$ cat src/rtl/pqs_pkg.sv
package pqs_pkg;

  // Register offsets on the management register port
  localparam logic [4:0] PQS_ANEXP_OFS   = 5'h06;
  localparam logic [4:0] PQS_STATUS_OFS  = 5'h10;
  localparam logic [4:0] PQS_FCCNT_OFS   = 5'h14;
  localparam logic [4:0] PQS_RXECNT_OFS  = 5'h15;
  localparam logic [4:0] PQS_TENBT_OFS   = 5'h1a;

  // Field positions within the status word
  localparam int PQS_RSVD_BIT     = 15;
  localparam int PQS_XOVER_BIT    = 14;
  localparam int PQS_RXERR_BIT    = 13;
  localparam int PQS_POL_BIT      = 12;
  localparam int PQS_FCAR_BIT     = 11;
  localparam int PQS_SIGDET_BIT   = 10;
  localparam int PQS_DSLOCK_BIT   = 9;
  localparam int PQS_PAGE_BIT     = 8;
  localparam int PQS_TENBT_POL_BIT = 4;
  localparam int PQS_ANEXP_PAGE_BIT = 1;

  // Reset value of the upper byte
  localparam logic [7:0] PQS_UPPER_RST = 8'h00;

  // Live indications from the PHY core
  typedef struct packed {
    logic auto_crossover_enable;
    logic force_crossover;
    logic force_crossover_swap;
    logic algo_crossed;
    logic rx_error_evt;
    logic false_carrier_evt;
    logic pol_inverted;
    logic sig_detect;
    logic dscr_lock;
    logic page_rx_evt;
  } pqs_phy_t;

  // Register read strobe
  typedef struct packed {
    logic       rd_stb;
    logic [4:0] rd_addr;
  } pqs_rd_t;

endpackage

$ cat src/rtl/pqs_status_upper.sv
`timescale 1ns/10ps
`default_nettype none

// Summary of operation
// - Bit 15 reserved, reads zero, writes ignored
// - Bit 14 shows crossover state from negotiation
// - Crossover follows enable/force, dynamic when automatic
// - Bit 13 latches rx error, cleared reading 0x15
// - Bit 12 latches inverted polarity bit
// - Polarity cleared by 10M status read only
// - Bit 11 latches false carrier, cleared reading 0x14
// - Bit 10 signal detect, latch low
// - Bit 9 descrambler lock, latch low
// - Bit 8 page received, cleared reading 0x06
module pqs_status_upper
  import pqs_pkg::*;
(
  // Clock and reset
  input  wire logic        core_clk_in,
  input  wire logic        sys_rst_in,
  input  wire logic        clk_en_in,
  // PHY indications (same clock domain)
  input  wire pqs_phy_t    phy_in,
  // Register read port
  input  wire pqs_rd_t     rd_in,
  // Upper status byte
  output logic      [15:8] status_upper_out
);

  // Status byte and next value
  logic [7:0] stat_q;
  logic [7:0] stat_d;

  // Latch-low holders
  logic       sd_ll_q;
  logic       sd_ll_d;
  logic       dl_ll_q;
  logic       dl_ll_d;

  // Polarity holder
  logic       pol_q;
  logic       pol_d;

  // Address match of a read strobe
  function automatic logic rd_hit(input pqs_rd_t r, input logic [4:0] ofs);
    rd_hit = r.rd_stb && (r.rd_addr == ofs);
  endfunction

  // Sticky flag, set wins over clear
  function automatic logic sticky_next(input logic set, input logic held, input logic clr);
    sticky_next = set | (held & ~clr);
  endfunction

  // Latch-low flag, rearmed by a read
  function automatic logic low_next(input logic live, input logic held, input logic rearm);
    low_next = rearm ? live : (held & live);
  endfunction

  // Read decodes
  wire logic rd_status = rd_hit(rd_in, PQS_STATUS_OFS);
  wire logic rd_rxecnt = rd_hit(rd_in, PQS_RXECNT_OFS);
  wire logic rd_fccnt  = rd_hit(rd_in, PQS_FCCNT_OFS);
  wire logic rd_tenbt  = rd_hit(rd_in, PQS_TENBT_OFS);
  wire logic rd_anexp  = rd_hit(rd_in, PQS_ANEXP_OFS);

  // Held flags
  wire logic rxerr_held = stat_q[PQS_RXERR_BIT-8];
  wire logic fcar_held  = stat_q[PQS_FCAR_BIT-8];
  wire logic page_held  = stat_q[PQS_PAGE_BIT-8];

  wire logic auto_xover = phy_in.auto_crossover_enable & phy_in.algo_crossed;
  wire logic xover      = phy_in.force_crossover ? phy_in.force_crossover_swap : auto_xover;

  wire logic rxerr_d = sticky_next(phy_in.rx_error_evt, rxerr_held, rd_rxecnt);
  wire logic fcar_d  = sticky_next(phy_in.false_carrier_evt, fcar_held, rd_fccnt);
  wire logic page_d  = sticky_next(phy_in.page_rx_evt, page_held, rd_anexp);

  // polarity cleared by 10M status read
  assign pol_d = sticky_next(phy_in.pol_inverted, pol_q, rd_tenbt);

  // latch low, rearmed on status read
  assign sd_ll_d = low_next(phy_in.sig_detect, sd_ll_q, rd_status);
  // latch low, rearmed on status read
  assign dl_ll_d = low_next(phy_in.dscr_lock, dl_ll_q, rd_status);

  assign stat_d = {1'b0, xover, rxerr_d, pol_d, fcar_d, sd_ll_d, dl_ll_d, page_d};

  always_ff @(posedge core_clk_in) begin
    if (sys_rst_in) begin
      stat_q  <= PQS_UPPER_RST;
      sd_ll_q <= 1'b0;
      dl_ll_q <= 1'b0;
      pol_q   <= 1'b0;
    end else if (clk_en_in) begin
      stat_q  <= stat_d;
      sd_ll_q <= sd_ll_d;
      dl_ll_q <= dl_ll_d;
      pol_q   <= pol_d;
    end
  end

  // Registered status byte
  assign status_upper_out = stat_q;

  // Assertions
  reserved_zero_a: assert property (@(posedge core_clk_in)
    disable iff (sys_rst_in)
    status_upper_out[PQS_RSVD_BIT]
    == 1'b0)
    else $error("reserved bit set");

  xover_track_a: assert property (@(posedge core_clk_in)
    disable iff (sys_rst_in)
    clk_en_in && !phy_in.force_crossover && phy_in.auto_crossover_enable
    |=> status_upper_out[PQS_XOVER_BIT] == $past(phy_in.algo_crossed))
    else $error("crossover not tracking");

  xover_force_a: assert property (@(posedge core_clk_in)
    disable iff (sys_rst_in)
    clk_en_in && phy_in.force_crossover
    |=> status_upper_out[PQS_XOVER_BIT] == $past(phy_in.force_crossover_swap))
    else $error("forced crossover not shown");

  xover_off_a: assert property (@(posedge core_clk_in)
    disable iff (sys_rst_in)
    clk_en_in && !phy_in.force_crossover && !phy_in.auto_crossover_enable
    |=> !status_upper_out[PQS_XOVER_BIT])
    else $error("crossover set while off");

  rxerr_latch_a: assert property (@(posedge core_clk_in)
    disable iff (sys_rst_in)
    clk_en_in && phy_in.rx_error_evt
    |=> status_upper_out[PQS_RXERR_BIT])
    else $error("rx error not latched");

  rxerr_hold_a: assert property (@(posedge core_clk_in)
    disable iff (sys_rst_in)
    status_upper_out[PQS_RXERR_BIT] && !rd_rxecnt
    |=> status_upper_out[PQS_RXERR_BIT])
    else $error("rx error dropped early");

  rxerr_clear_a: assert property (@(posedge core_clk_in)
    disable iff (sys_rst_in)
    clk_en_in && rd_rxecnt && !phy_in.rx_error_evt
    |=> !status_upper_out[PQS_RXERR_BIT])
    else $error("rx error not cleared");

  rxerr_noset_a: assert property (@(posedge core_clk_in)
    disable iff (sys_rst_in)
    !status_upper_out[PQS_RXERR_BIT] && !phy_in.rx_error_evt
    |=> !status_upper_out[PQS_RXERR_BIT])
    else $error("rx error set without event");

  pol_set_a: assert property (@(posedge core_clk_in)
    disable iff (sys_rst_in)
    clk_en_in && phy_in.pol_inverted
    |=> status_upper_out[PQS_POL_BIT])
    else $error("polarity not shown");

  pol_noset_a: assert property (@(posedge core_clk_in)
    disable iff (sys_rst_in)
    !status_upper_out[PQS_POL_BIT] && !phy_in.pol_inverted
    |=> !status_upper_out[PQS_POL_BIT])
    else $error("polarity set while correct");

  pol_keep_a: assert property (@(posedge core_clk_in)
    disable iff (sys_rst_in)
    status_upper_out[PQS_POL_BIT] && !rd_tenbt
    |=> status_upper_out[PQS_POL_BIT])
    else $error("polarity cleared wrongly");

  pol_clear_a: assert property (@(posedge core_clk_in)
    disable iff (sys_rst_in)
    clk_en_in && rd_tenbt && !phy_in.pol_inverted
    |=> !status_upper_out[PQS_POL_BIT])
    else $error("polarity not cleared");

  fcar_latch_a: assert property (@(posedge core_clk_in)
    disable iff (sys_rst_in)
    clk_en_in && phy_in.false_carrier_evt
    |=> status_upper_out[PQS_FCAR_BIT])
    else $error("false carrier not latched");

  fcar_hold_a: assert property (@(posedge core_clk_in)
    disable iff (sys_rst_in)
    status_upper_out[PQS_FCAR_BIT] && !rd_fccnt
    |=> status_upper_out[PQS_FCAR_BIT])
    else $error("false carrier dropped early");

  fcar_clear_a: assert property (@(posedge core_clk_in)
    disable iff (sys_rst_in)
    clk_en_in && rd_fccnt && !phy_in.false_carrier_evt
    |=> !status_upper_out[PQS_FCAR_BIT])
    else $error("false carrier not cleared");

  fcar_noset_a: assert property (@(posedge core_clk_in)
    disable iff (sys_rst_in)
    !status_upper_out[PQS_FCAR_BIT] && !phy_in.false_carrier_evt
    |=> !status_upper_out[PQS_FCAR_BIT])
    else $error("false carrier set without event");

  sd_lowhold_a: assert property (@(posedge core_clk_in)
    disable iff (sys_rst_in)
    !status_upper_out[PQS_SIGDET_BIT] && !rd_status
    |=> !status_upper_out[PQS_SIGDET_BIT])
    else $error("signal detect left latch");

  sd_drop_a: assert property (@(posedge core_clk_in)
    disable iff (sys_rst_in)
    clk_en_in && !phy_in.sig_detect
    |=> !status_upper_out[PQS_SIGDET_BIT])
    else $error("signal detect loss missed");

  dl_lowhold_a: assert property (@(posedge core_clk_in)
    disable iff (sys_rst_in)
    !status_upper_out[PQS_DSLOCK_BIT] && !rd_status
    |=> !status_upper_out[PQS_DSLOCK_BIT])
    else $error("lock left latch");

  dl_drop_a: assert property (@(posedge core_clk_in)
    disable iff (sys_rst_in)
    clk_en_in && !phy_in.dscr_lock
    |=> !status_upper_out[PQS_DSLOCK_BIT])
    else $error("lock loss missed");

  page_set_a: assert property (@(posedge core_clk_in)
    disable iff (sys_rst_in)
    clk_en_in && phy_in.page_rx_evt
    |=> status_upper_out[PQS_PAGE_BIT])
    else $error("page not latched");

  page_keep_a: assert property (@(posedge core_clk_in)
    disable iff (sys_rst_in)
    status_upper_out[PQS_PAGE_BIT] && !rd_anexp
    |=> status_upper_out[PQS_PAGE_BIT])
    else $error("page bit cleared wrongly");

  page_clear_a: assert property (@(posedge core_clk_in)
    disable iff (sys_rst_in)
    clk_en_in && rd_anexp && !phy_in.page_rx_evt
    |=> !status_upper_out[PQS_PAGE_BIT])
    else $error("page bit not cleared");

  page_noset_a: assert property (@(posedge core_clk_in)
    disable iff (sys_rst_in)
    !status_upper_out[PQS_PAGE_BIT] && !phy_in.page_rx_evt
    |=> !status_upper_out[PQS_PAGE_BIT])
    else $error("page set without event");

  rearm_follow_a: assert property (@(posedge core_clk_in)
    disable iff (sys_rst_in)
    clk_en_in && rd_status
    |=> status_upper_out[PQS_SIGDET_BIT] == $past(phy_in.sig_detect))
    else $error("latch low not rearmed");

  dl_rearm_a: assert property (@(posedge core_clk_in)
    disable iff (sys_rst_in)
    clk_en_in && rd_status
    |=> status_upper_out[PQS_DSLOCK_BIT] == $past(phy_in.dscr_lock))
    else $error("lock latch not rearmed");

  sd_high_a: assert property (@(posedge core_clk_in)
    disable iff (sys_rst_in)
    status_upper_out[PQS_SIGDET_BIT] && phy_in.sig_detect
    |=> status_upper_out[PQS_SIGDET_BIT])
    else $error("signal detect dropped while live");

  dl_high_a: assert property (@(posedge core_clk_in)
    disable iff (sys_rst_in)
    status_upper_out[PQS_DSLOCK_BIT] && phy_in.dscr_lock
    |=> status_upper_out[PQS_DSLOCK_BIT])
    else $error("lock dropped while live");

  hold_freeze_a: assert property (@(posedge core_clk_in)
    disable iff (sys_rst_in)
    !clk_en_in
    |=> $stable(status_upper_out))
    else $error("state moved while frozen");

  reset_clear_a: assert property (@(posedge core_clk_in)
    sys_rst_in
    |=> status_upper_out == 8'h00)
    else $error("reset did not clear");

  // Main scenarios
  rxerr_seen_c: cover property (@(posedge core_clk_in) phy_in.rx_error_evt ##1 rd_rxecnt);
  sd_drop_c: cover property (@(posedge core_clk_in)
    !status_upper_out[PQS_SIGDET_BIT] ##1 rd_status ##1 status_upper_out[PQS_SIGDET_BIT]);
  xover_c: cover property (@(posedge core_clk_in) $rose(status_upper_out[PQS_XOVER_BIT]));
  pol_clear_c: cover property (@(posedge core_clk_in)
    status_upper_out[PQS_POL_BIT] ##1 rd_tenbt ##1 !status_upper_out[PQS_POL_BIT]);
  page_clear_c: cover property (@(posedge core_clk_in)
    status_upper_out[PQS_PAGE_BIT] ##1 rd_anexp ##1 !status_upper_out[PQS_PAGE_BIT]);

endmodule

`default_nettype wire

$ cat config.mk
export PLATFORM = sky130hd
export DESIGN_NAME = pqs_status_upper
export DESIGN_NICKNAME = d
export VERILOG_FILES = /design/src/rtl/pqs_pkg.sv /design/src/rtl/pqs_status_upper.sv
export SDC_FILE = /design/constraint.sdc
export NUM_CORES = 1
export LEC_CHECK = 0
export BUFFER_PORTS_ARGS = -buffer_cell sky130_fd_sc_hd__buf_4
export CELL_PAD_IN_SITES_DETAIL_PLACEMENT = 0
export CELL_PAD_IN_SITES_GLOBAL_PLACEMENT = 2
export CORE_MARGIN = 8
export CORE_UTILIZATION = 16
export DETAILED_ROUTE_END_ITERATION = 7
export GPL_TIMING_DRIVEN = 0
export PLACE_DENSITY = 0.68
export SYNTH_ARGS = -nofsm -noshare
export SYNTH_HDL_FRONTEND = slang
export SYNTH_SLANG_ARGS = --single-unit
$ cat constraint.sdc
create_clock -name core_clk_in -period 1.2 [get_ports core_clk_in]
set_input_delay 0.12 -clock core_clk_in [delete_from_list [all_inputs] [get_ports core_clk_in]]
set_output_delay 0.12 -clock core_clk_in [all_outputs]
set_load 0.005 [all_outputs]
# == Yosys cells after proc, flatten, opt, wreduce, memory -nomap -nowiden ==
# Cells that the tools add are included.
# classes
eq_ne,5
mux,3
bitwise_logic,15
reduce_logical,5
# op_table
cell,count
$eq 5x5->1 const B,4
$and 1x1->1,7
$eq 5x3->1 const B,1
$logic_and 1x1->1,5
$not 1->1,4
$or 1x1->1,4
$mux 1,3
# word_totals
reg_bits,10
input_bits,19
output_inout_bits,8
wordCells,32

# == Depth between registers and ports, before layout ==
# Gate-level depths: netlist of run 1.
# depth
depth_word,5
ltp_mapped,4
ltp_nobuf,3

# == Least setup slack after synthesis of run 1 ==
# Ideal clock, no wire load.
# synth_path
path_kind,input port to flip-flop
startpoint,input rd_in[0] (netlist bit)
endpoint,register stat_q[2] (netlist: status_upper_out[10])
setup_ps,95
arrival_ps,1060
required_ps,1105
setup_slack_ps,44
stages,3
cell_sequence,or3b_1 -> or3_1 -> a221oi_1
# synth_between
elab_chain_len,3
# synth_lines
element,line_no,rtl
"start, declared",pqs_status_upper.sv:25,"input wire pqs_rd_t rd_in,"
$eq 5x5->1,pqs_status_upper.sv:46,rd_hit = r.rd_stb && (r.rd_addr == ofs);
$logic_and 1x1->1,pqs_status_upper.sv:46,
$mux 1,pqs_status_upper.sv:56,low_next = rearm ? live : (held & live);
"end signal, assigned",pqs_status_upper.sv:95,stat_q <= stat_d;
"end, declared",pqs_status_upper.sv:31,logic [7:0] stat_q;
# No other way between the ends.
# A chain may end at the register's enable or synchronous reset.

# == Worst setup path in the final report of run 1 ==
# layout_path
startpoint,input rd_in[0] (netlist bit)
endpoint,register stat_q[1] (netlist: status_upper_out[9])
# The elaborated chain is that of the path after synthesis.

==> results by group, run 1 <==
Clocking
  • CTS tree: built
  • Postcts setup bufs: 0
  • Clock Latency Late Sink: 0.25 ns
  • Max Root-Sink Buffers: 2
  • CTS buffer count: 3
  • CTS HTree Levels: 1
  • Clock transition at the registers of the reported paths: 0.05 ns
  • Hold_buf cts: 0
  • Root buffer cell: clkbuf_4
  • CTS Sinks: 7
  • Post-CTS sizing: 0

Worst setup path
  • Maximum fanout along the worst path: 3
  • FF-to-FF path depth: 2
  • Reg2reg start: status_upper_out[14]$_SDFFE_PP0P_
  • Critical Path Start Type: primary input
  • Crit path DAT: 1.23 ns
  • Crit Path Category: in -> reg
  • Worst Path Required: 1.36 ns
  • CP Capture Type: flip-flop
  • Crit Reg-Reg Endpoint: status_upper_out[14]$_SDFFE_PP0P_
  • Flop2flop setup slack: 0.50 ns

Routing
  • Final wirelength: 1.13 mm
  • DRC Markers: 0
  • Via count: 397
  • DRT iter0 DRCs: 11
  • WL per Instance: 11.4 µm
  • Drt pass-1 iters: 4
  • Post-DRT Antenna Nets: 0
  • DR vias/cell: 4.01

Final layout
  • N_diodes: 0
  • Fin util: 0.279
  • Layout fillers: 251
  • Share of cells above drive strength 1: 0.465
  • Nets: 91
  • Max FFs per register: 7
  • Area delta synth->final: 72.1%
  • Final instance area: 594 µm²

STA
  • Setup TNS: 0 ns
  • Max-slew violations: 0
  • Fin. Hold Viols: 0
  • Final Cycle Share: 0.895
  • Setup Skew: 0 ns
  • Setup ws final: 0.126 ns
  • Endpoints failing setup: 0
  • Unrepaired setup endpoints after global routing: false
  • Minimum clock period: 1.07 ns
  • F_max: 931 MHz

Min path
  • Hold Path Stages: 2
  • Min-Delay Endpoint: status_upper_out[12]$_SDFFE_PP0P_
  • Tightest Hold Check Type: in -> reg
  • Worst min-delay path startpoint: sys_rst_in

Die
  • FP Rows: 17
  • Total Die Area: 3900 µm²
  • Die X: 62.5 µm
  • I/O pin count: 27
  • Die Height: 62.5 µm
  • Core area: 2130 µm²
  • Initial Util: 0.162

Logic synthesis
  • Synth cell types: 18
  • Post-synthesis cell count: 42
  • Synth warn: 0
  • Mapped cell area: 345 µm²
  • Yosys top cell by area: dfxtp_1
  • Yosys reg bits: 7
  • Ranking of synthesized cells by area: dfxtp_1 (41%), buf_4 (8.7%), nand2_1 (6.5%), a21oi_1 (5.8%), a221oi_1 (5.1%)
  • Syn_area_per_cell: 8.22 µm²
  • Register area share after synthesis: 0.406
  • Synth top area share: 0.406
  • Synthesized net count: 61

Global routing
  • Total track usage: 0.0574
  • Initial antenna violation count: 0
  • First-pass GRT wire length: 1.79 mm
  • Largest net degree at the start of global routing: 11
  • Vias in the first global route: 392
  • Total congestion overflow: 0

Status
  • Status: complete, no violations

Placed design
  • Port Buf Inserts: 25
  • Pre-CTS setup slack: -0.147 ns
  • Placed cell areas: 568 µm²
  • GPL Wtd Cong: 0.692

Power and ir drop
  • Peak VDD IR: 0.000464 V
  • Pleak: 0.272 nW
  • PwrDens: 962 nW/µm²

Flow run
  • Max cap viols: 0
-- critical path, stage by stage --
cell and delay [ns]:
buf_4 0.11, or3b_1 0.37, or3_1 0.39, a221oi_1 0.23
-- metrics by stage --
stage	power (mW)	hold slack, ns	instances
final	0.572	0.0954	99
after global routing	0.613	0.0920	99
after CTS	0.590	0.0917	99
after detailed placement	0.367	0.363	95
after global placement	0.366	0.355	95
after floorplan	0.289	0.189	42
-- synthesized netlist by cell type --
cell type,n
nand4_1,1
nor2_1,1
or4bb_2,1
o21ai_0,3
nand2_1,6
inv_1,4
a21oi_1,4
or3_1,1
a221oi_1,2
a311oi_1,1
dfxtp_1,7
nand3b_1,2
conb_1,1
o31ai_1,1
clkbuf_1,1
or3b_1,1
buf_4,4
nand4b_1,1
-- where the power goes --
group | internal, mW | switching [mW] | leakage, nW
Combinational | 0.0699 | 0.0397 | 0.199
Clock | 0.127 | 0.0847 | 0.0150
Sequential | 0.245 | 0.00600 | 0.0576
-- cell usage in the layout, fill, tap and decap left out, types with 2 or more instances in the layout --
master and instances:
a21oi_1 4, a221oi_1 2, buf_4 29, clkbuf_1 2
clkbuf_4 3, dfxtp_1 7, inv_1 4, nand2_1 6
nand3b_1 2, o21ai_0 3
-- kinds of logic (layout without fill, tap and decap cells) --
| group | after synthesis | in the layout | share of synthesized area |
|---|---|---|---|
| simple gates | 14 | 14 | 0.243 |
| other cells | 1 | 1 | 0.0109 |
| compound gates | 11 | 11 | 0.199 |
| buf+inv | 9 | 38 | 0.141 |
| flops | 7 | 7 | 0.406 |
-- per-layer routing --
layer | vias to the layer above | part of all wire | global-route usage
met5 | - | 0 | 0
met4 | 0 | 0 | 0.00855
met3 | 0 | 0.14 | 0.0538
met2 | 16 | 0.47 | 0.0841
met1 | 179 | 0.40 | 0.0602
li1 | 202 | - | -
-- cell type report --
class | count | area, µm² | area share
Timing Repair Buffer | 25 | 188 | 0.316
Multi-Input combinational cell | 26 | 156 | 0.263
Sequential cell | 7 | 140 | 0.236
Tap cell | 28 | 35.0 | 0.0589
Buffer | 5 | 33.8 | 0.0568
Clock buffer | 4 | 26.3 | 0.0442
Inverter | 4 | 15.0 | 0.0253
-- worst max-delay path by stage --
stage                     startpoint                                end  slack, ns
final                       rd_in[0]   status_upper_out[9]$_SDFFE_PP0P_       0.13
after global routing        rd_in[0]  status_upper_out[10]$_SDFFE_PP0P_       0.07
after CTS                   rd_in[0]   status_upper_out[9]$_SDFFE_PP0P_       0.12
after detailed placement    rd_in[0]   status_upper_out[9]$_SDFFE_PP0P_      -0.15
after global placement      rd_in[0]   status_upper_out[9]$_SDFFE_PP0P_      -0.15
after floorplan             rd_in[0]  status_upper_out[10]$_SDFFE_PP0P_       0.04
Power figures use the tool's default switching activity.
==> run 2: changes to the inputs <==
--- a/config.mk
+++ b/config.mk
@@ -12,7 +12,7 @@
 export CORE_UTILIZATION = 16
 export DETAILED_ROUTE_END_ITERATION = 7
 export GPL_TIMING_DRIVEN = 0
-export PLACE_DENSITY = 0.68
+export PLACE_DENSITY = 0.76
 export SYNTH_ARGS = -nofsm -noshare
 export SYNTH_HDL_FRONTEND = slang
 export SYNTH_SLANG_ARGS = --single-unit
==> run 2 against run 1 <==
Worst hold slack got worse by 0.0089 ns; design area is the same; non-clock buffer count stayed put; wire length shrank 1.8%; sequential power is essentially flat; critical endpoint is now status_upper_out[10]$_SDFFE_PP0P_; largest cell class unchanged; highest routed layer unchanged.
==> results by group, run 2 (synthesis results as in run 1) <==
STA
  • Minimum clock period: 1.08 ns (was 1.07 ns)
  • Fin. Hold Viols: 0 (unchanged)
  • Setup ws final: 0.120 ns (was 0.126 ns)
  • F_max: 926 MHz (was 931 MHz)
  • Unrepaired setup endpoints after global routing: false (unchanged)
  • Endpoints failing setup: 0 (unchanged)
  • Final Cycle Share: 0.900 (was 0.895)
  • Hold Slack: 0.0865 ns (was 0.0954 ns)
  • Setup Skew: 0 ns (unchanged)
  • Max-slew violations: 0 (unchanged)

Global routing
  • Total congestion overflow: 0 (unchanged)
  • Initial antenna violation count: 0 (unchanged)
  • First-pass GRT wire length: 1.73 mm (was 1.79 mm)
  • Vias in the first global route: 426 (was 392)
  • Total track usage: 0.0576 (was 0.0574)
  • Largest net degree at the start of global routing: 11 (unchanged)

Worst setup path
  • Slowest stage delay, CP: 0.39 ns (about the same)
  • CP Capture Type: flip-flop (unchanged)
  • Reg2reg start: status_upper_out[14]$_SDFFE_PP0P_ (unchanged)
  • Critical Path Start Type: primary input (unchanged)
  • Worst setup path start: rd_in[0] (unchanged)
  • FF-to-FF path depth: 2 (unchanged)
  • Slowest CP cell: or3_1 (unchanged)
  • Crit Reg-Reg Endpoint: status_upper_out[14]$_SDFFE_PP0P_ (unchanged)
  • Flop2flop setup slack: 0.48 ns (was 0.50 ns)
  • Worst Path Required: 1.36 ns (about the same)
  • Crit path DAT: 1.24 ns (was 1.23 ns)
  • Setup crit end: status_upper_out[10]$_SDFFE_PP0P_ (was status_upper_out[9]$_SDFFE_PP0P_)
  • CP cell instances: buf_4 -> or3b_1 -> or3_1 -> a221oi_1 (unchanged)
  • Maximum fanout along the worst path: 3 (unchanged)
  • Crit Path Category: in -> reg (unchanged)

Die
  • Total Die Area: 3900 µm² (unchanged)
  • Initial Util: 0.162 (unchanged)
  • FP Rows: 17 (unchanged)
  • Die X: 62.5 µm (unchanged)
  • I/O pin count: 27 (unchanged)
  • Core area: 2130 µm² (unchanged)
  • Die Height: 62.5 µm (unchanged)

Routing
  • Drt pass-1 iters: 2 (was 4)
  • DR vias/cell: 4.01 (unchanged)
  • DRC Markers: 0 (unchanged)
  • Final wirelength: 1.11 mm (was 1.13 mm)
  • Via count: 397 (unchanged)
  • WL per Instance: 11.2 µm (was 11.4 µm)
  • Post-DRT Antenna Nets: 0 (unchanged)
  • DRT iter0 DRCs: 3 (was 11)

Final layout
  • Commonest cells after routing, fill and taps aside: buf_4 (29), dfxtp_1 (7), nand2_1 (6) (unchanged)
  • Layout fillers: 257 (was 251)
  • Share of cells above drive strength 1: 0.465 (unchanged)
  • Nets: 91 (unchanged)
  • N_diodes: 0 (unchanged)
  • Most common cell after layout, fill and taps aside: buf_4 (unchanged)
  • Max FFs per register: 7 (unchanged)
  • Fin util: 0.279 (unchanged)
  • Area delta synth->final: 72.1% (unchanged)

Clocking
  • Max Root-Sink Buffers: 2 (unchanged)
  • CTS Sinks: 7 (unchanged)
  • CTS tree: built (unchanged)
  • Clock Latency Late Sink: 0.25 ns (about the same)
  • Post-CTS sizing: 0 (unchanged)
  • CTS buffer count: 3 (unchanged)
  • Root buffer cell: clkbuf_4 (unchanged)
  • Hold_buf cts: 0 (unchanged)
  • Postcts setup bufs: 0 (unchanged)
  • CTS HTree Levels: 1 (unchanged)
  • Clock transition at the registers of the reported paths: 0.05 ns (about the same)

Min path
  • Tightest Hold Check Type: in -> reg (unchanged)

Power and ir drop
  • PwrDens: 968 nW/µm² (was 962 nW/µm²)
  • Peak VDD IR: 0.000411 V (was 0.000464 V)
  • Pleak: 0.272 nW (unchanged)
  • Pwr Total: 575 µW (was 572 µW)

Placed design
  • GPL Wtd Cong: 0.649 (was 0.692)
  • Port Buf Inserts: 25 (unchanged)
  • Pre-CTS setup slack: -0.144 ns (was -0.147 ns)

Flow run
  • Max cap viols: 0 (unchanged)

Status
  • Status: complete, no violations (unchanged)
-- run 2: cell counts in the layout (fill, tap and decap cells not counted) --
Identical to the previous run, type by type.
-- run 2: worst min-delay path by stage --
stage | from | end | slack, ns | cells past startpoint
after global routing | sys_rst_in | status_upper_out[13]$_SDFFE_PP0P_ | 0.06 | 2
final | sys_rst_in | status_upper_out[12]$_SDFFE_PP0P_ | 0.09 | 2
after floorplan | sys_rst_in | status_upper_out[11]$_SDFFE_PP0P_ | 0.19 | 1
after CTS | sys_rst_in | status_upper_out[13]$_SDFFE_PP0P_ | 0.08 | 2
after detailed placement | sys_rst_in | status_upper_out[13]$_SDFFE_PP0P_ | 0.35 | 2
after global placement | sys_rst_in | status_upper_out[11]$_SDFFE_PP0P_ | 0.35 | 2
-- run 2: routing by layer --
layer,vias to the layer above,global-route usage,share of wire
li1,200,-,-
met1,181,0.0432,0.37
met2,16,0.0983,0.52
met3,0,0.0538,0.11
met4,0,0.0256,0
met5,-,0,0
-- run 2: final cells by class --
type                            count  area, µm²  area share
Tap cell                           28       35.0      0.0589
Sequential cell                     7        140       0.236
Timing Repair Buffer               25        188       0.316
Multi-Input combinational cell     26        156       0.263
Buffer                              5       33.8      0.0568
Inverter                            4       15.0      0.0253
Clock buffer                        4       26.3      0.0442
-- run 2: metrics by stage --
step | std cells | TNS (ns) | cell area, µm²
4_1_cts | 99 | 0 | 594
6_report | 99 | 0 | 594
3_5_place_dp | 95 | -0.495 | 568
5_1_grt | 99 | 0 | 594
3_3_place_gp | 95 | -0.419 | 568
2_1_floorplan | 42 | 0 | 345
-- run 2: critical path, delay by kind of cell --
kind / cells / cell delay (ns)
AOI/OAI and AO/OA: 1 / 0.24
buffers and inverters: 1 / 0.12
and+or+nand+nor: 2 / 0.76
-- run 2: report_power, final --
part	internal [mW]	total [mW]	switching (mW)
Clock	0.127	0.215	0.0877
Combinational	0.0699	0.110	0.0401
Sequential	0.245	0.251	0.00615
==> run 3: changes to the inputs <==
--- a/config.mk
+++ b/config.mk
@@ -5,14 +5,16 @@
 export SDC_FILE = /design/constraint.sdc
 export NUM_CORES = 1
 export LEC_CHECK = 0
+export ABC_AREA = 1
 export BUFFER_PORTS_ARGS = -buffer_cell sky130_fd_sc_hd__buf_4
 export CELL_PAD_IN_SITES_DETAIL_PLACEMENT = 0
 export CELL_PAD_IN_SITES_GLOBAL_PLACEMENT = 2
 export CORE_MARGIN = 8
 export CORE_UTILIZATION = 16
 export DETAILED_ROUTE_END_ITERATION = 7
+export GPL_ROUTABILITY_DRIVEN = 0
 export GPL_TIMING_DRIVEN = 0
-export PLACE_DENSITY = 0.76
+export PLACE_DENSITY = 0.8
 export SYNTH_ARGS = -nofsm -noshare
 export SYNTH_HDL_FRONTEND = slang
 export SYNTH_SLANG_ARGS = --single-unit
==> run 3 against run 2 <==
Clock-buffer cell count unchanged; core utilization rose by 0.35 points; clock power is essentially flat; sequential cell count unchanged; design area increased by 6.3%; critical path depth shrank 2; critical path type is now reg -> out; worst hold slack got worse by 0.0084 ns; non-clock buffer count is 1 lower.
==> results by group, run 3 <==
Routing
  • Post-DRT Antenna Nets: 0 (unchanged)
  • DRC Markers: 0 (unchanged)
  • WL per Instance: 10.2 µm (was 11.2 µm)
  • DR vias/cell: 3.76 (was 4.01)
  • Final wirelength: 1.18 mm (was 1.11 mm)
  • Drt pass-1 iters: 3 (was 2)
  • DRT iter0 DRCs: 3 (unchanged)
  • Via count: 436 (was 397)

Logic synthesis
  • Post-synth top cells: nand2_1 (11), nor2_1 (11), dfxtp_1 (7), inv_1 (7), a21oi_1 (6) (was dfxtp_1 (7), nand2_1 (6), a21oi_1 (4), buf_4 (4), inv_1 (4))
  • Synth warn: 0 (unchanged)
  • Yosys top cell by area: dfxtp_1 (unchanged)
  • Synthesized net count: 78 (was 61)
  • Post-synth EDFFs: 0 (unchanged)
  • Synth Flop Type: dfxtp_1 (unchanged)
  • Yosys reg bits: 7 (unchanged)
  • Synth cell types: 14 (was 18)
  • Synth top area share: 0.366 (was 0.406)
  • Mapped cell area: 383 µm² (was 345 µm²)
  • Syn_area_per_cell: 6.49 µm² (was 8.22 µm²)
  • Post-synthesis cell count: 59 (was 42)
  • Ranking of synthesized cells by area: dfxtp_1 (37%), nand2_1 (11%), nor2_1 (11%), a21oi_1 (7.8%), buf_4 (7.8%) (was dfxtp_1 (41%), buf_4 (8.7%), nand2_1 (6.5%), a21oi_1 (5.8%), a221oi_1 (5.1%))
  • Post-synth ARST share: 0 (unchanged)
  • Register area share after synthesis: 0.366 (was 0.406)

Worst setup path
  • Cell mode on critical path: buf_4
  • Reg2reg start: status_upper_out[14]$_SDFFE_PP0P_ (unchanged)
  • Crit Path Category: reg -> out (was in -> reg)
  • Crit path DAT: 0.80 ns (was 1.24 ns)
  • Flop2flop setup slack: 0.55 ns (was 0.48 ns)
  • Maximum fanout along the worst path: 2 (was 3)
  • Worst Path Required: 1.08 ns (was 1.36 ns)
  • Slowest CP cell: dfxtp_1 (was or3_1)
  • Slowest stage delay, CP: 0.31 ns (was 0.39 ns)
  • Critical Path Start Type: flip-flop (was primary input)
  • Worst setup path start: status_upper_out[12]$_SDFFE_PP0P_ (was rd_in[0])
  • CP cell instances: buf_4 -> buf_4 (was buf_4 -> or3b_1 -> or3_1 -> a221oi_1)
  • CP delay by family, top: flip-flops (was simple AND/OR/NAND/NOR gates)
  • Crit path buffers/inverters: 2 (was 1)
  • CP Capture Type: primary output (was flip-flop)

Final layout
  • Share of cells above drive strength 1: 0.409 (was 0.465)
  • N_diodes: 0 (unchanged)
  • Nets: 108 (was 91)
  • Commonest cells after routing, fill and taps aside: buf_4 (29), nor2_1 (11), nand2_1 (11) (was buf_4 (29), dfxtp_1 (7), nand2_1 (6))
  • Max FFs per register: 7 (unchanged)
  • Non-Filler Instances: 116 (was 99)
  • Final instance area: 632 µm² (was 594 µm²)
  • Area delta synth->final: 65.0% (was 72.1%)
  • Most common cell after layout, fill and taps aside: buf_4 (unchanged)

STA
  • Max-slew violations: 0 (unchanged)
  • Endpoints failing setup: 0 (unchanged)
  • Unrepaired setup endpoints after global routing: false (unchanged)
  • Minimum clock period: 0.924 ns (was 1.08 ns)
  • F_max: 1080 MHz (was 926 MHz)
  • Fin. Hold Viols: 0 (unchanged)
  • Final Cycle Share: 0.770 (was 0.900)
  • Setup Skew: 0 ns (unchanged)
  • Setup TNS: 0 ns (unchanged)

Placed design
  • Post-DP HPWL: 1.04 mm
  • Placed cell areas: 606 µm² (was 568 µm²)
  • Placed Cells: 112 (was 95)
  • Port Buf Inserts: 25 (unchanged)

Die
  • Initial Util: 0.171 (was 0.162)
  • Total Die Area: 4210 µm² (was 3900 µm²)
  • Die Height: 64.9 µm (was 62.5 µm)
  • FP Rows: 17 (unchanged)
  • Core area: 2230 µm² (was 2130 µm²)
  • Die X: 64.9 µm (was 62.5 µm)
  • I/O pin count: 27 (unchanged)

Min path
  • Tightest Hold Check Type: in -> reg (unchanged)
  • Worst min-delay path startpoint: sys_rst_in (unchanged)

Power and ir drop
  • Register share of total power: 0.424 (was 0.436)
  • Comb power frac: 0.209 (was 0.191)
  • Clock share of power: 0.367 (was 0.373)
  • Pwr Total: 590 µW (was 575 µW)
  • Sw power: 146 µW (was 134 µW)
  • Pleak: 0.318 nW (was 0.272 nW)
  • Cell internal pwr: 444 µW (was 441 µW)
  • PwrDens: 933 nW/µm² (was 968 nW/µm²)
  • Peak VDD IR: 0.000614 V (was 0.000411 V)
  • Switching Share: 0.247 (was 0.233)

Clocking
  • CTS buffer count: 3 (unchanged)
  • Postcts setup bufs: 0 (unchanged)
  • CTS Sinks: 7 (unchanged)
  • CTS tree: built (unchanged)
  • Post-CTS sizing: 0 (unchanged)
  • Max Root-Sink Buffers: 2 (unchanged)
  • Clock transition at the registers of the reported paths: 0.05 ns (about the same)
  • CTS HTree Levels: 1 (unchanged)
  • Root buffer cell: clkbuf_4 (unchanged)
  • Clock Latency Late Sink: 0.25 ns (about the same)
  • Hold_buf cts: 0 (unchanged)

Global routing
  • Vias in the first global route: 506 (was 426)
  • Total congestion overflow: 0 (unchanged)
  • First-pass GRT wire length: 2.10 mm (was 1.73 mm)
  • Largest net degree at the start of global routing: 8 (was 11)
  • Initial antenna violation count: 0 (unchanged)
  • Total track usage: 0.0633 (was 0.0576)

Status
  • Status: complete, no violations (unchanged)

Flow run
  • Max cap viols: 0 (unchanged)
-- run 3: cell types whose count changed after synthesis, sizes merged, moves of 2 or more --
cell / delta
nor2: +12
nand2: +6
inv: +4
nand3: +4
a21oi: +2
a221oi: -2
-- run 3: power groups by stage --
| stage | Sequential (mW) | Combinational (mW) | Clock, mW |
|---|---|---|---|
| 6_report | 0.250 | 0.123 | 0.216 |
| 5_1_grt | 0.252 | 0.139 | 0.242 |
| 4_1_cts | 0.250 | 0.125 | 0.230 |
| 3_5_place_dp | 0.255 | 0.125 | 0 |
| 3_3_place_gp | 0.255 | 0.124 | 0 |
| 2_1_floorplan | 0.256 | 0.0441 | 0 |
-- run 3: final timing paths --
kind                                  endpoint  cells after the start
max reg2reg  status_upper_out[14]$_SDFFE_PP0P_                      2
min reg2reg   status_upper_out[8]$_SDFFE_PP0P_                      2
min           status_upper_out[8]$_SDFFE_PP0P_                      2
max                       status_upper_out[12]                      2
-- run 3: cell type report --
cell class / instances / area, µm²
flip-flops and latches: 7 / 140
clock buffers: 4 / 26.3
plain buffers: 4 / 30.0
multi-input cells: 40 / 183
inverters: 8 / 30.0
well taps: 28 / 35.0
repair buffers: 25 / 188
fillers: 269 / 1600
-- run 3: through the flow --
| stage | setup WS, ns | hold slack, ns | util |
|---|---|---|---|
| floorplan | 0.597 | 0.189 | - |
| global placement | 0.407 | 0.340 | 0.271 |
| detailed placement | 0.388 | 0.337 | 0.271 |
| CTS | 0.259 | 0.0651 | 0.283 |
| global route | 0.237 | 0.0672 | 0.283 |
| finish | 0.276 | 0.0781 | 0.283 |
-- run 3: layer usage --
layer | vias up | track usage | wire, µm
met5 | - | 0 | 0
li1 | 234 | - | -
met1 | 191 | 0.0594 | 414
met3 | 0 | 0.0430 | 86
met2 | 11 | 0.114 | 681
met4 | 0 | 0.00817 | 0
-- run 3: logic make-up (layout without fill, tap and decap cells) --
group / after synthesis / count (layout) / synth area share
buffers and inverters: 12 / 41 / 0.157
AOI/OAI and AO/OA: 9 / 9 / 0.118
DFF: 7 / 7 / 0.366
other: 1 / 1 / 0.00979
and+or+nand+nor: 30 / 30 / 0.350
-- run 3: worst register-to-register path, delay by kind of cell, from the launching register on --
family,cells,cell delay (ns)
compound gates,2,0.23
flops,1,0.30
